### config.mk
export PLATFORM = sky130hd
export DESIGN_NAME = universal_serial_shifter
export DESIGN_NICKNAME = d
export VERILOG_FILES = /design/src/shared/serial_shifter_pkg.sv /design/src/rtl/universal_serial_shifter.sv /design/src/rtl/pin_synchronizer.sv /design/src/rtl/edge_counter.sv
export SDC_FILE = /design/constraint.sdc
export NUM_CORES = 1
export LEC_CHECK = 0
export BUFFER_PORTS_ARGS = -buffer_cell sky130_fd_sc_hd__buf_2
export CORE_AREA = 2 2 91 93
export DETAILED_ROUTE_END_ITERATION = 12
export DIE_AREA = 0 0 93 95
export MAX_ROUTING_LAYER = met4
export SETUP_SLACK_MARGIN = 0.2
export SLEW_MARGIN = 20
export SYNTH_ARGS = -nofsm -noshare
export SYNTH_HDL_FRONTEND = slang
export SYNTH_SLANG_ARGS = --single-unit
export TNS_END_PERCENT = 1
### constraint.sdc
create_clock -name CLK_SYS_IN -period 2.3 [get_ports CLK_SYS_IN]
set_input_delay 0.46 -clock CLK_SYS_IN [delete_from_list [all_inputs] [get_ports CLK_SYS_IN]]
set_output_delay 0.46 -clock CLK_SYS_IN [all_outputs]
set_load 0.05 [all_outputs]
### src/shared/serial_shifter_pkg.sv
package serial_shifter_pkg;

  // Register indices; the byte address on the bus is four times the index.
  localparam logic [7:0]  CTRL_IDX      = 8'h0d;
  localparam logic [7:0]  STAT_IDX      = 8'h0e;
  localparam logic [7:0]  DATA_IDX      = 8'h0f;
  localparam logic [7:0]  BUF_IDX       = 8'h10;
  localparam logic [11:0] CTRL_ADDR     = {2'h0, CTRL_IDX, 2'h0};
  localparam logic [11:0] STAT_ADDR     = {2'h0, STAT_IDX, 2'h0};
  localparam logic [11:0] DATA_ADDR     = {2'h0, DATA_IDX, 2'h0};
  localparam logic [11:0] BUF_ADDR      = {2'h0, BUF_IDX, 2'h0};

  // Status register field positions.
  localparam int          START_BIT     = 7;
  localparam int          OVF_BIT       = 6;
  localparam int          STOP_BIT      = 5;
  localparam int          COLL_BIT      = 4;

  // Control register field positions.
  localparam int          START_IE_BIT  = 7;
  localparam int          OVF_IE_BIT    = 6;
  localparam int          WM_LSB        = 4;
  localparam int          CS_LSB        = 2;
  localparam int          SW_CLK_BIT    = 1;
  localparam int          TOGGLE_BIT    = 0;

  // Values after reset and counter limits.
  localparam logic [7:0]  REG_RESET     = 8'h00;
  localparam logic [3:0]  CNT_RESET     = 4'h0;
  localparam logic [3:0]  CNT_MAX       = 4'hf;
  localparam int          SYNC_STAGES   = 2;

  // Wire modes of the output stage.
  typedef enum logic [1:0] {
    WM_OFF,
    WM_THREE,
    WM_TWO,
    WM_TWO_HOLD
  } wire_mode_t;

  // Clock sources of the shift register and counter.
  typedef enum logic [1:0] {
    CS_SOFT,
    CS_TIMER,
    CS_EXT_POS,
    CS_EXT_NEG
  } clock_source_t;

endpackage

### src/rtl/universal_serial_shifter.sv
`timescale 1ns/10ps
// Summary of operation
// - Eight-bit shift register, MSB drives output pin.
// - Output latch changes opposite the sampling edge.
// - Input always sampled from the data pin.
// - Polarity bit swaps sample and shift edges.
// - External clock counts both serial clock edges.
// - Overflow flag set on counter wrap 15-0.
// - Completed byte copied into receive buffer.
// - Start flag from start condition or edges.
// - Start flag write-one clear releases hold.
// - Overflow flag write-one clear releases hold.
// - Start wakes always, overflow only idle.
// - Stop flag set on stop, no interrupt.
// - Collision reads MSB differing from pin.
// - Status low nibble reads, loads counter.
// - Counter clocked by selected clock source.
// - Toggle strobe clocks counter when selected.
// - External clock counts even with outputs off.
// - Enabled pending flag raises request immediately.
// - Wire mode changes the outputs and the start and stop detection.
// - Mode zero leaves pins under port control.
// - Three-wire output overrides port data bit.
module universal_serial_shifter
  import serial_shifter_pkg::*;
(
  // System clock and synchronous reset.
  input  wire logic        CLK_SYS_IN,
  input  wire logic        RST_IN,
  // APB slave.
  input  wire logic        PSEL_IN,
  input  wire logic        PENABLE_IN,
  input  wire logic        PWRITE_IN,
  input  wire logic [11:0] PADDR_IN,
  input  wire logic [31:0] PWDATA_IN,
  output logic      [31:0] PRDATA_OUT,
  output logic             PREADY_OUT,
  output logic             PSLVERR_OUT,
  // Data input pin, also the two-wire data line.
  input  wire logic        SERIAL_INPUT_PIN_IN,
  output logic             SERIAL_INPUT_PIN_OUT,
  output logic             SERIAL_INPUT_PIN_OE_OUT,
  // Serial clock pin, also the two-wire clock line.
  input  wire logic        SERIAL_CLOCK_PIN_IN,
  output logic             SERIAL_CLOCK_PIN_OUT,
  output logic             SERIAL_CLOCK_PIN_OE_OUT,
  output logic             CLOCK_TOGGLE_OUT,
  // Data output pin and the port bits that own it.
  input  wire logic        PORT_DATA_BIT_IN,
  input  wire logic        PORT_DIR_BIT_IN,
  output logic             DATA_OUTPUT_PIN_OUT,
  output logic             DATA_OUTPUT_PIN_OE_OUT,
  output logic             DATA_OUTPUT_PULLUP_OUT,
  // Timer compare match and sleep state.
  input  wire logic        TIMER_MATCH_IN,
  input  wire logic        SLEEP_IDLE_IN,
  // Interrupt requests and wake-up.
  output logic             START_IRQ_OUT,
  output logic             OVERFLOW_IRQ_OUT,
  output logic             WAKE_OUT
);

  // Control register fields.
  logic          start_irq_enable;
  logic          overflow_irq_enable;
  wire_mode_t    wire_mode_select;
  clock_source_t clock_source_select;
  logic          software_clock_select;

  // Status flags and data registers.
  logic          start_condition_flag;
  logic          counter_overflow_flag;
  logic          stop_condition_flag;
  logic          output_collision_flag;
  logic [3:0]    edge_counter_value;
  logic [7:0]    shift_data_register;
  logic [7:0]    receive_buffer_register;
  logic          sampled_bit;
  logic          output_latch;

  // Synchronised pins and edge history.
  logic [1:0]    pins_sync;
  logic          data_pin;
  logic          clock_pin;
  logic          data_pin_d;
  logic          clock_pin_d;
  logic          clock_rise;
  logic          clock_fall;
  logic          sample_edge;
  logic          shift_edge;
  logic          start_detect;
  logic          stop_detect;

  // Bus decode.
  logic          setup_phase;
  logic          write_access;
  logic          ctrl_write;
  logic          stat_write;
  logic          data_write;
  logic          addr_mapped;
  logic          sw_clock_pulse;
  logic          toggle_pulse;
  logic [7:0]    ctrl_read;
  logic [7:0]    stat_read;
  logic [7:0]    next_read;

  // Clocking of shift register and counter.
  logic          ext_clock;
  logic          two_wire;
  logic          shift_now;
  logic          shift_in;
  logic          count_inc;
  logic          count_wrap;
  logic [7:0]    next_shift;
  logic          latch_open;
  logic          clock_hold;

  // The data and clock pins cross into the system clock domain.
  pin_synchronizer #(
    .WIDTH   (SYNC_STAGES)
  ) u_sync (
    .clk_in  (CLK_SYS_IN),
    .rst_in  (RST_IN),
    .async_in({SERIAL_CLOCK_PIN_IN, SERIAL_INPUT_PIN_IN}),
    .sync_out(pins_sync)
  );

  assign data_pin  = pins_sync[0];
  assign clock_pin = pins_sync[1];

  // Delayed copies of the synchronised pins for edge detection.
  always_ff @(posedge CLK_SYS_IN) begin
    if (RST_IN) begin
      data_pin_d  <= 1'b0;
      clock_pin_d <= 1'b0;
    end else begin
      data_pin_d  <= data_pin;
      clock_pin_d <= clock_pin;
    end
  end

  // Edges of the serial clock and the two-wire bus conditions.
  assign clock_rise   = clock_pin && !clock_pin_d;
  assign clock_fall   = !clock_pin && clock_pin_d;
  assign start_detect = two_wire && clock_pin && clock_pin_d && data_pin_d && !data_pin;
  assign stop_detect  = two_wire && clock_pin && clock_pin_d && !data_pin_d && data_pin;

  // Polarity bit picks which edge samples and which edge shifts.
  assign sample_edge = clock_source_select[0] ? clock_fall : clock_rise;
  assign shift_edge  = clock_source_select[0] ? clock_rise : clock_fall;

  // Bus access decode; the slave never inserts wait states.
  assign setup_phase  = PSEL_IN && !PENABLE_IN;
  assign write_access = PSEL_IN && PENABLE_IN && PWRITE_IN;
  assign ctrl_write   = write_access && (PADDR_IN == CTRL_ADDR);
  assign stat_write   = write_access && (PADDR_IN == STAT_ADDR);
  assign data_write   = write_access && (PADDR_IN == DATA_ADDR);
  assign PREADY_OUT   = 1'b1;

  // Strobe bits act only in the cycle of the write.
  assign sw_clock_pulse = ctrl_write && PWDATA_IN[SW_CLK_BIT];
  assign toggle_pulse   = ctrl_write && PWDATA_IN[TOGGLE_BIT];

  // Address map check for the error answer.
  always_comb begin
    if (PADDR_IN == CTRL_ADDR) begin
      addr_mapped = 1'b1;
    end else if (PADDR_IN == STAT_ADDR) begin
      addr_mapped = 1'b1;
    end else if (PADDR_IN == DATA_ADDR) begin
      addr_mapped = 1'b1;
    end else if (PADDR_IN == BUF_ADDR) begin
      addr_mapped = 1'b1;
    end else begin
      addr_mapped = 1'b0;
    end
  end

  assign PSLVERR_OUT = PSEL_IN && PENABLE_IN && !addr_mapped;

  // Control readback; the two strobe bits always read zero.
  assign ctrl_read = {start_irq_enable, overflow_irq_enable,
                      wire_mode_select, clock_source_select, 2'b00};

  // Status readback with the live counter value.
  assign stat_read = {start_condition_flag, counter_overflow_flag,
                      stop_condition_flag, output_collision_flag,
                      edge_counter_value};

  // Read data is picked in the setup cycle and held for the access cycle.
  always_comb begin
    if (PADDR_IN == CTRL_ADDR) begin
      next_read = ctrl_read;
    end else if (PADDR_IN == STAT_ADDR) begin
      next_read = stat_read;
    end else if (PADDR_IN == DATA_ADDR) begin
      next_read = shift_data_register;
    end else if (PADDR_IN == BUF_ADDR) begin
      next_read = receive_buffer_register;
    end else begin
      next_read = REG_RESET;
    end
  end

  always_ff @(posedge CLK_SYS_IN) begin
    if (RST_IN) begin
      PRDATA_OUT <= 32'h0000_0000;
    end else if (setup_phase) begin
      PRDATA_OUT <= {24'h00_0000, next_read};
    end
  end

  // Control register; the software clock choice is kept for the counter.
  always_ff @(posedge CLK_SYS_IN) begin
    if (RST_IN) begin
      start_irq_enable      <= 1'b0;
      overflow_irq_enable   <= 1'b0;
      wire_mode_select      <= WM_OFF;
      clock_source_select   <= CS_SOFT;
      software_clock_select <= 1'b0;
    end else if (ctrl_write) begin
      start_irq_enable      <= PWDATA_IN[START_IE_BIT];
      overflow_irq_enable   <= PWDATA_IN[OVF_IE_BIT];
      wire_mode_select      <= wire_mode_t'(PWDATA_IN[WM_LSB +: 2]);
      clock_source_select   <= clock_source_t'(PWDATA_IN[CS_LSB +: 2]);
      software_clock_select <= PWDATA_IN[SW_CLK_BIT];
    end
  end

  assign ext_clock = clock_source_select[1];
  assign two_wire  = wire_mode_select[1];

  // Shift and count requests from the selected source.
  // The wire mode takes no part here, so inputs work in every mode.
  always_comb begin
    shift_now = 1'b0;
    shift_in  = data_pin;
    count_inc = 1'b0;
    case (clock_source_select)
      CS_SOFT: begin
        shift_now = sw_clock_pulse;
        count_inc = sw_clock_pulse;
      end
      CS_TIMER: begin
        shift_now = TIMER_MATCH_IN;
        count_inc = TIMER_MATCH_IN;
      end
      default: begin
        shift_now = shift_edge;
        shift_in  = sampled_bit;
        if (software_clock_select) begin
          count_inc = toggle_pulse;
        end else begin
          count_inc = clock_rise || clock_fall;
        end
      end
    endcase
  end

  // Next content of the shift register, used for the buffer copy too.
  assign next_shift = shift_now ? {shift_data_register[6:0], shift_in}
                                : shift_data_register;

  // The four-bit edge counter with software load.
  edge_counter #(
    .WIDTH        (4)
  ) u_counter (
    .clk_in       (CLK_SYS_IN),
    .rst_in       (RST_IN),
    .inc_in       (count_inc),
    .load_in      (stat_write),
    .load_value_in(PWDATA_IN[3:0]),
    .count_out    (edge_counter_value),
    .wrap_out     (count_wrap)
  );

  // Input bit captured on the sampling edge of the external clock.
  always_ff @(posedge CLK_SYS_IN) begin
    if (RST_IN) begin
      sampled_bit <= 1'b0;
    end else if (ext_clock && sample_edge) begin
      sampled_bit <= data_pin;
    end
  end

  // Shift register; a software write wins over a shift.
  always_ff @(posedge CLK_SYS_IN) begin
    if (RST_IN) begin
      shift_data_register <= REG_RESET;
    end else if (data_write) begin
      shift_data_register <= PWDATA_IN[7:0];
    end else begin
      shift_data_register <= next_shift;
    end
  end

  // Receive buffer takes the completed byte when the counter wraps.
  always_ff @(posedge CLK_SYS_IN) begin
    if (RST_IN) begin
      receive_buffer_register <= REG_RESET;
    end else if (count_wrap) begin
      receive_buffer_register <= next_shift;
    end
  end

  // With the external clock the latch is open only in the clock phase that follows shifting; otherwise always.
  assign latch_open = ext_clock ? (clock_pin == clock_source_select[0]) : 1'b1;

  always_ff @(posedge CLK_SYS_IN) begin
    if (RST_IN) begin
      output_latch <= 1'b0;
    end else if (latch_open) begin
      output_latch <= shift_data_register[7];
    end
  end

  // Start flag: set by start condition or clock edges, set wins over clear.
  always_ff @(posedge CLK_SYS_IN) begin
    if (RST_IN) begin
      start_condition_flag <= 1'b0;
    end else if (start_detect ||
                 (!two_wire && ext_clock && !software_clock_select &&
                  (clock_rise || clock_fall))) begin
      start_condition_flag <= 1'b1;
    end else if (stat_write && PWDATA_IN[START_BIT]) begin
      start_condition_flag <= 1'b0;
    end
  end

  // Overflow flag: set on wrap, cleared by writing one.
  always_ff @(posedge CLK_SYS_IN) begin
    if (RST_IN) begin
      counter_overflow_flag <= 1'b0;
    end else if (count_wrap) begin
      counter_overflow_flag <= 1'b1;
    end else if (stat_write && PWDATA_IN[OVF_BIT]) begin
      counter_overflow_flag <= 1'b0;
    end
  end

  // Stop flag: two-wire stop condition, cleared by writing one.
  always_ff @(posedge CLK_SYS_IN) begin
    if (RST_IN) begin
      stop_condition_flag <= 1'b0;
    end else if (stop_detect) begin
      stop_condition_flag <= 1'b1;
    end else if (stat_write && PWDATA_IN[STOP_BIT]) begin
      stop_condition_flag <= 1'b0;
    end
  end

  // Collision compares the register MSB with the sampled data line.
  assign output_collision_flag = shift_data_register[7] != data_pin;

  // Clock line held low after a start, and after overflow in hold mode.
  assign clock_hold = !clock_pin &&
                      ((two_wire && start_condition_flag) ||
                       (wire_mode_select == WM_TWO_HOLD && counter_overflow_flag));

  // Pin drivers, registered; the wire mode acts here and in start and stop detection.
  always_ff @(posedge CLK_SYS_IN) begin
    if (RST_IN) begin
      DATA_OUTPUT_PIN_OUT     <= 1'b0;
      DATA_OUTPUT_PIN_OE_OUT  <= 1'b0;
      DATA_OUTPUT_PULLUP_OUT  <= 1'b0;
      SERIAL_INPUT_PIN_OUT    <= 1'b0;
      SERIAL_INPUT_PIN_OE_OUT <= 1'b0;
      SERIAL_CLOCK_PIN_OUT    <= 1'b0;
      SERIAL_CLOCK_PIN_OE_OUT <= 1'b0;
      CLOCK_TOGGLE_OUT        <= 1'b0;
    end else begin
      DATA_OUTPUT_PIN_OE_OUT  <= PORT_DIR_BIT_IN;
      DATA_OUTPUT_PULLUP_OUT  <= !PORT_DIR_BIT_IN && PORT_DATA_BIT_IN;
      SERIAL_INPUT_PIN_OUT    <= 1'b0;
      SERIAL_CLOCK_PIN_OUT    <= 1'b0;
      CLOCK_TOGGLE_OUT        <= toggle_pulse;
      case (wire_mode_select)
        WM_OFF: begin
          DATA_OUTPUT_PIN_OUT     <= PORT_DATA_BIT_IN;
          SERIAL_INPUT_PIN_OE_OUT <= 1'b0;
          SERIAL_CLOCK_PIN_OE_OUT <= 1'b0;
        end
        WM_THREE: begin
          DATA_OUTPUT_PIN_OUT     <= output_latch;
          SERIAL_INPUT_PIN_OE_OUT <= 1'b0;
          SERIAL_CLOCK_PIN_OE_OUT <= 1'b0;
        end
        default: begin
          DATA_OUTPUT_PIN_OUT     <= PORT_DATA_BIT_IN;
          SERIAL_INPUT_PIN_OE_OUT <= !output_latch;
          SERIAL_CLOCK_PIN_OE_OUT <= clock_hold;
        end
      endcase
    end
  end

  // Requests follow flag and enable, so a pending flag fires at once.
  assign START_IRQ_OUT    = start_condition_flag && start_irq_enable;
  assign OVERFLOW_IRQ_OUT = counter_overflow_flag && overflow_irq_enable;

  // Start wakes from any sleep; overflow only from idle.
  assign WAKE_OUT = START_IRQ_OUT || (OVERFLOW_IRQ_OUT && SLEEP_IDLE_IN);

endmodule // universal_serial_shifter

### src/rtl/pin_synchronizer.sv
`timescale 1ns/10ps
module pin_synchronizer #(
  parameter int WIDTH = 2
) (
  // Clock and reset.
  input  wire logic             clk_in,
  input  wire logic             rst_in,
  // Asynchronous levels and their synchronised copies.
  input  wire logic [WIDTH-1:0] async_in,
  output logic      [WIDTH-1:0] sync_out
);

  logic [WIDTH-1:0] stage1;

  // Two flip-flops per bit; only the second stage is read outside.
  genvar i;
  generate
    for (i = 0; i < WIDTH; i++) begin : g_bit
      always_ff @(posedge clk_in) begin
        if (rst_in) begin
          stage1[i]   <= 1'b0;
          sync_out[i] <= 1'b0;
        end else begin
          stage1[i]   <= async_in[i];
          sync_out[i] <= stage1[i];
        end
      end
    end
  endgenerate

endmodule // pin_synchronizer

### src/rtl/edge_counter.sv
`timescale 1ns/10ps
module edge_counter
  import serial_shifter_pkg::*;
#(
  parameter int WIDTH = 4
) (
  // Clock and reset.
  input  wire logic             clk_in,
  input  wire logic             rst_in,
  // Count and load requests.
  input  wire logic             inc_in,
  input  wire logic             load_in,
  input  wire logic [WIDTH-1:0] load_value_in,
  // Count value and wrap pulse.
  output logic      [WIDTH-1:0] count_out,
  output logic                  wrap_out
);

  // A wrap is an increment taken while the count is at its top value.
  assign wrap_out = inc_in && !load_in && (count_out == {WIDTH{1'b1}});

  // A load from software wins over a counted clock.
  always_ff @(posedge clk_in) begin
    if (rst_in) begin
      count_out <= WIDTH'(CNT_RESET);
    end else if (load_in) begin
      count_out <= load_value_in;
    end else if (inc_in) begin
      count_out <= count_out + WIDTH'(1);
    end
  end

endmodule // edge_counter

After elaboration in Yosys (flattened, before gate mapping) --
Index checks and enable logic that the tools add are counted. W data, S select, Z words.
Cells by class: reductions and logical operators 56, multiplexer cells 26, eq/ne operators 10, $add $sub $neg 1
Operators with widths (number):
- $mux W8 | 6
- $eq A12 B6 Y1 const B | 3
- $logic_and A1 B1 Y1 | 33
- $mux W1 | 16
- $eq A12 B7 Y1 const B | 1
- $logic_not A1 Y1 | 11
- $mux W4 | 2
- $reduce_bool A2 Y1 | 4
- $add A4 B1 Y4 const B | 1
- $eq A2 B1 Y1 const B | 2
- $eq A4 B4 Y1 const B | 1
- $logic_not A2 Y1 | 2
- $logic_or A1 B1 Y1 | 4
- $pmux W1 S2 | 2
- $reduce_or A3 Y1 | 1
- $eq A2 B2 Y1 const B | 1
- $reduce_or A2 Y1 | 1
- $eq A1 B1 Y1 | 1
- $ne A1 B1 Y1 | 1
Storage, ports and cells: word-level logic and storage cells 119, input port bits 55, output and inout bits 45, register bits 52

Logic depth before layout (Yosys ltp) --
depth in word-level cells 9, mapped depth 7, gate-level depth less buffers 7

Cells and area by module --
Synthesis repeated with hierarchy kept, for this count alone.
Unflattened totals: cell total of the unflattened synthesis 286, area, all modules 2558.7 µm²
Modules (own cells, without submodules):
- universal_serial_shifter | instances 1, cells each 254, area an instance 2238.4 µm²
- edge_counter | instances 1, cells each 24, area an instance 215.2 µm²
- pin_synchronizer | instances 1, cells each 8, area an instance 105.1 µm²

Worst setup path before layout --
Ideal clock, no wire load.
path kind input to output, start input port PADDR_IN[9], end output port PSLVERR_OUT, data arrival time 1581 ps, path slack 259 ps, cell stages on the path 4, required time 1840 ps, cell sequence nor4_4 -> and4_2 -> buf_2 -> and4b_1
On the way: word-level cells in the longest chain between the ends 7, elaborated cells on any way between the ends 10, those cells by class eq/ne (4); mux (4); reduce/logical (2)
Ends and longest elaborated chain:
- start: declaration | RTL line universal_serial_shifter.sv:34 | input wire logic [11:0] PADDR_IN,
- $eq A12 B7 Y1 | RTL line universal_serial_shifter.sv:172 | end else if (PADDR_IN == BUF_ADDR) begin
- $mux W1 | RTL line universal_serial_shifter.sv:172
- $mux W1 | RTL line universal_serial_shifter.sv:170 | end else if (PADDR_IN == DATA_ADDR) begin
- $mux W1 | RTL line universal_serial_shifter.sv:168 | end else if (PADDR_IN == STAT_ADDR) begin
- $mux W1 * | RTL line universal_serial_shifter.sv:166 | if (PADDR_IN == CTRL_ADDR) begin
- $logic_not A1 Y1 * | RTL line universal_serial_shifter.sv:179 | assign PSLVERR_OUT = PSEL_IN && PENABLE_IN && !addr_mapped;
- $logic_and A1 B1 Y1 * | RTL line universal_serial_shifter.sv:179
- end: declaration | RTL line universal_serial_shifter.sv:38 | output logic PSLVERR_OUT,
Mark *: on every way between the ends. The rest lies on a longest branch, timed or not.

Worst setup path in the final report --
Same ends and word-level chain as after synthesis.

==> run_results.csv <==
group,metric,value,unit
power_and_ir_drop,powerDensity,563.5,mW/mm2
synth,synth-edff-count,0,
finish,syn_to_final_growth,15.14,%
setup_path,start_kind,"primary input",
setup_path,crit_slowest_cell,"nor4_4",
sta,tns,0,ps
power_and_ir_drop,seqPwrFrac,51.0,%
clock_tree,clock_sinks,52,
placed_design,place.gp.congestion,0.8643,
finish,utilization,40.33,%
sta,hold_viol,0,
power_and_ir_drop,ir_worst_vdd,264.5,uV
power_and_ir_drop,clockPowerShare,34.4,%
sta,rsz0062_at_grt,"yes",
worst_hold_path,hold_depth,2,
finish,final_nets,431,
setup_path,r2r_setup_slack,300,ps
synth,synth_seq_cells,52,
synth,synth_area,0.002776,mm2
synth,syn-instance-count,324,
synth,synth.area.top_cells,"dfxtp_1 (37%), buf_4 (8.1%), nand2_1 (5.0%)",
clock_tree,htreeDepth,2,
clock_tree,clk_pin_slew_worst_paths,90,ps
setup_path,critPathMaxFanout,3,
synth,seq_area_frac_synth,37.49,%
setup_path,worstReg2RegStart,"u_sync.sync_out[1]",
placed_design,place_ws,56.05,ps
setup_path,worst_setup_path_end_kind,"output pin",
clock_tree,cts_buffer_depth,2,
floorplan,num_rows,33,
floorplan,coreArea,0.007928,mm2
floorplan,fp.dieH,95,um
sta,final_max_slew_viol_count,0,
power_and_ir_drop,p_sw,0.5089,mW
drt,finalWirelength,6.995,mm
global_routing,antenna_found_initial,0,
placed_design,dp.cells,467,
finish,drive_above_1_share,22.19,%
setup_path,cp.arrival,1550,ps
drt,avgRoutedWirePerCell,14.60,um
finish,fillers,841,
clock_tree,clkLatencyLatePin,300,ps
power_and_ir_drop,share_comb_of_total_power,14.6,%
power_and_ir_drop,leakagePower,1.291,nW
sta,finalClockSkew,6.215,ps
setup_path,worstPathRequired,1840,ps
drt,first_pass_iters,4,
synth,yosysTopAreaCellShare,37.49,%
sta,hold_slack,319.9,ps
drt,routed_via_density,5.134,
run,maxCapViolCount,0,
sta,fin_crit,2014,ps
synth,synth_ff_type,"dfxtp_1",
placed_design,placed_area,0.003033,mm2
drt,ant_nets,0,
power_and_ir_drop,switching_share,28.25,%
drt,vias,2459,
floorplan,die_w,93,um
synth,yosys.area.top_type,"dfxtp_1",
global_routing,grt_start_max_net_pins,36,
placed_design,portBuffers,48,
sta,relSlewSlack,62.37,%
synth,synthTopCellsByCount,"dfxtp_1 (52), nand2_1 (37), buf_4 (30)",
setup_path,slowest_delay,320,ps
placed_design,dp_hpwl,5.160,mm
clock_tree,numCtsBuffers,5,
floorplan,start_util,35.02,%
sta,setup_viol_count_final,0,
finish,final_area,0.003197,mm2
setup_path,crit_type,"primary input to output pin",
synth,ys_async_sr_fraction,0,%
global_routing,grt_overflow_total,0,
worst_hold_path,whs_endpoint,"DATA_OUTPUT_PULLUP_OUT",
setup_path,critPathBufInv,2,
finish,fin_cells,479,
sta,max_freq,496.6,MHz
finish,n_antenna_cell,0,
synth,yosysMostFrequentCell,"dfxtp_1",
sta,tightestPinTransition,563.2,ps
synth,yosys_warnings,0,
power_and_ir_drop,internal-power,1.293,mW
floorplan,io_pins,100,
synth,syn_area_per_cell,8.569,um2
global_routing,grt_pass1_wl,11.15,mm
drt,drcViolationCount,0,
clock_tree,cts_tree,"built",
clock_tree,root_buffer,"clkbuf_8",
setup_path,critical_path.cell_chain,"buf_2 > nor4_4 > and3_4 > o21ai_1 > and4b_1 > buf_6",
sta,setup_ws,286.4,ps
global_routing,grt_pass1_vias,2265,
status,status,"finished, final reports clean",
floorplan,dieArea,0.008835,mm2
worst_hold_path,hold_start,"PORT_DIR_BIT_IN",
setup_path,r2r-end,"shift_data_register[2]",
global_routing,grt_util_all_layers,16.33,%
power_and_ir_drop,power.total,1.802,mW
drt,drt_iter0_markers,138,
synth,synth_cell_type_count,48,
worst_hold_path,hold_path.class,"primary input to register",
setup_path,reg2reg_depth,7,
setup_path,critPathTopFamily,"simple AND/OR/NAND/NOR gates",
sta,final.period_utilization,87.55,%
## repair_timing
action                     in CTS  in global routing
setup endpoints to repair       1                 14
pin swaps                       2                  4
hold buffers                    0                  0
buffers inserted                1                  3
resized for setup               2                  4
## worst max path at each step
| stage | from | to | slack, ps | cells after the start |
|---|---|---|---|---|
| finish | PADDR_IN[9] | PSLVERR_OUT | 290 | 6 |
| global route | u_sync.sync_out[1] | shift_data_register[3] | 160 | 7 |
| CTS | PADDR_IN[10] | PSLVERR_OUT | 220 | 6 |
| floorplan | PADDR_IN[9] | PSLVERR_OUT | 260 | 4 |
| global placement | PADDR_IN[9] | receive_buffer_register[2] | 100 | 6 |
| detailed placement | PADDR_IN[9] | receive_buffer_register[7] | 60 | 6 |
## logic make-up (layout without fill, tap and decap cells)
logic type,after synthesis,count (layout),synth area share (%)
and+or+nand+nor,120,120,24.06
AOI/OAI and AO/OA,81,81,20.14
DFF,52,52,37.49
buffers and inverters,51,76,11.18
muxes,13,13,4.867
adders and majority gates,3,3,1.352
other,2,27,0.2705
xor gates and xnor gates,2,2,0.6310
## layer usage
metal | vias up | global-route usage (%) | routed length (um)
met4 | 0 | 3.922 | 64
met5 | - | - | 0
li1 | 1215 | - | -
met1 | 1166 | 21.52 | 3226
met3 | 4 | 2.075 | 452
met2 | 74 | 26.81 | 3252
## final cells by class
class | instances | area, um2 | share of cell area [%]
sequential | 52 | 1041 | 32.56
multi-input combinational | 246 | 1539 | 48.14
tap | 105 | 131.4 | 4.110
timing repair buffer | 63 | 359.1 | 11.23
clock inverter | 2 | 35.03 | 1.096
inverter | 5 | 18.77 | 0.5871
clock buffer | 6 | 72.57 | 2.270
## cells in the final DEF (no fill, tap or decap), drive strengths merged, types with 4 or more instances in the layout
master,n
mux2i,9
dfxtp,52
o21ai,20
nand3,9
inv,5
a32oi,4
nand2b,4
nor2b,14
nand2,37
nand4,6
a21oi,20
clkbuf,6
a211oi,10
conb,27
mux2,4
o2bb2ai,12
buf,63
nor2,20
nor4b,4
and3,4
## registers in the layout, summed over array words and instances (netlist names), 2 cells and up
| signal | cells |
|---|---|
| wire_mode_select | 2 |
| u_sync.stage1 | 2 |
| shift_data_register | 8 |
| PRDATA_OUT | 8 |
| u_counter.count_out | 4 |
| receive_buffer_register | 8 |
| u_sync.sync_out | 2 |
| clock_source_select | 2 |
## power groups by stage
stage	clock network, mW	registers [mW]	logic [mW]
after global routing	0.671	0.921	0.281
after CTS	0.635	0.919	0.260
after global placement	0	0.940	0.255
final	0.619	0.919	0.264
after floorplan	0	0.968	0.194
after detailed placement	0	0.940	0.257
Power figures use the tool's default switching activity.
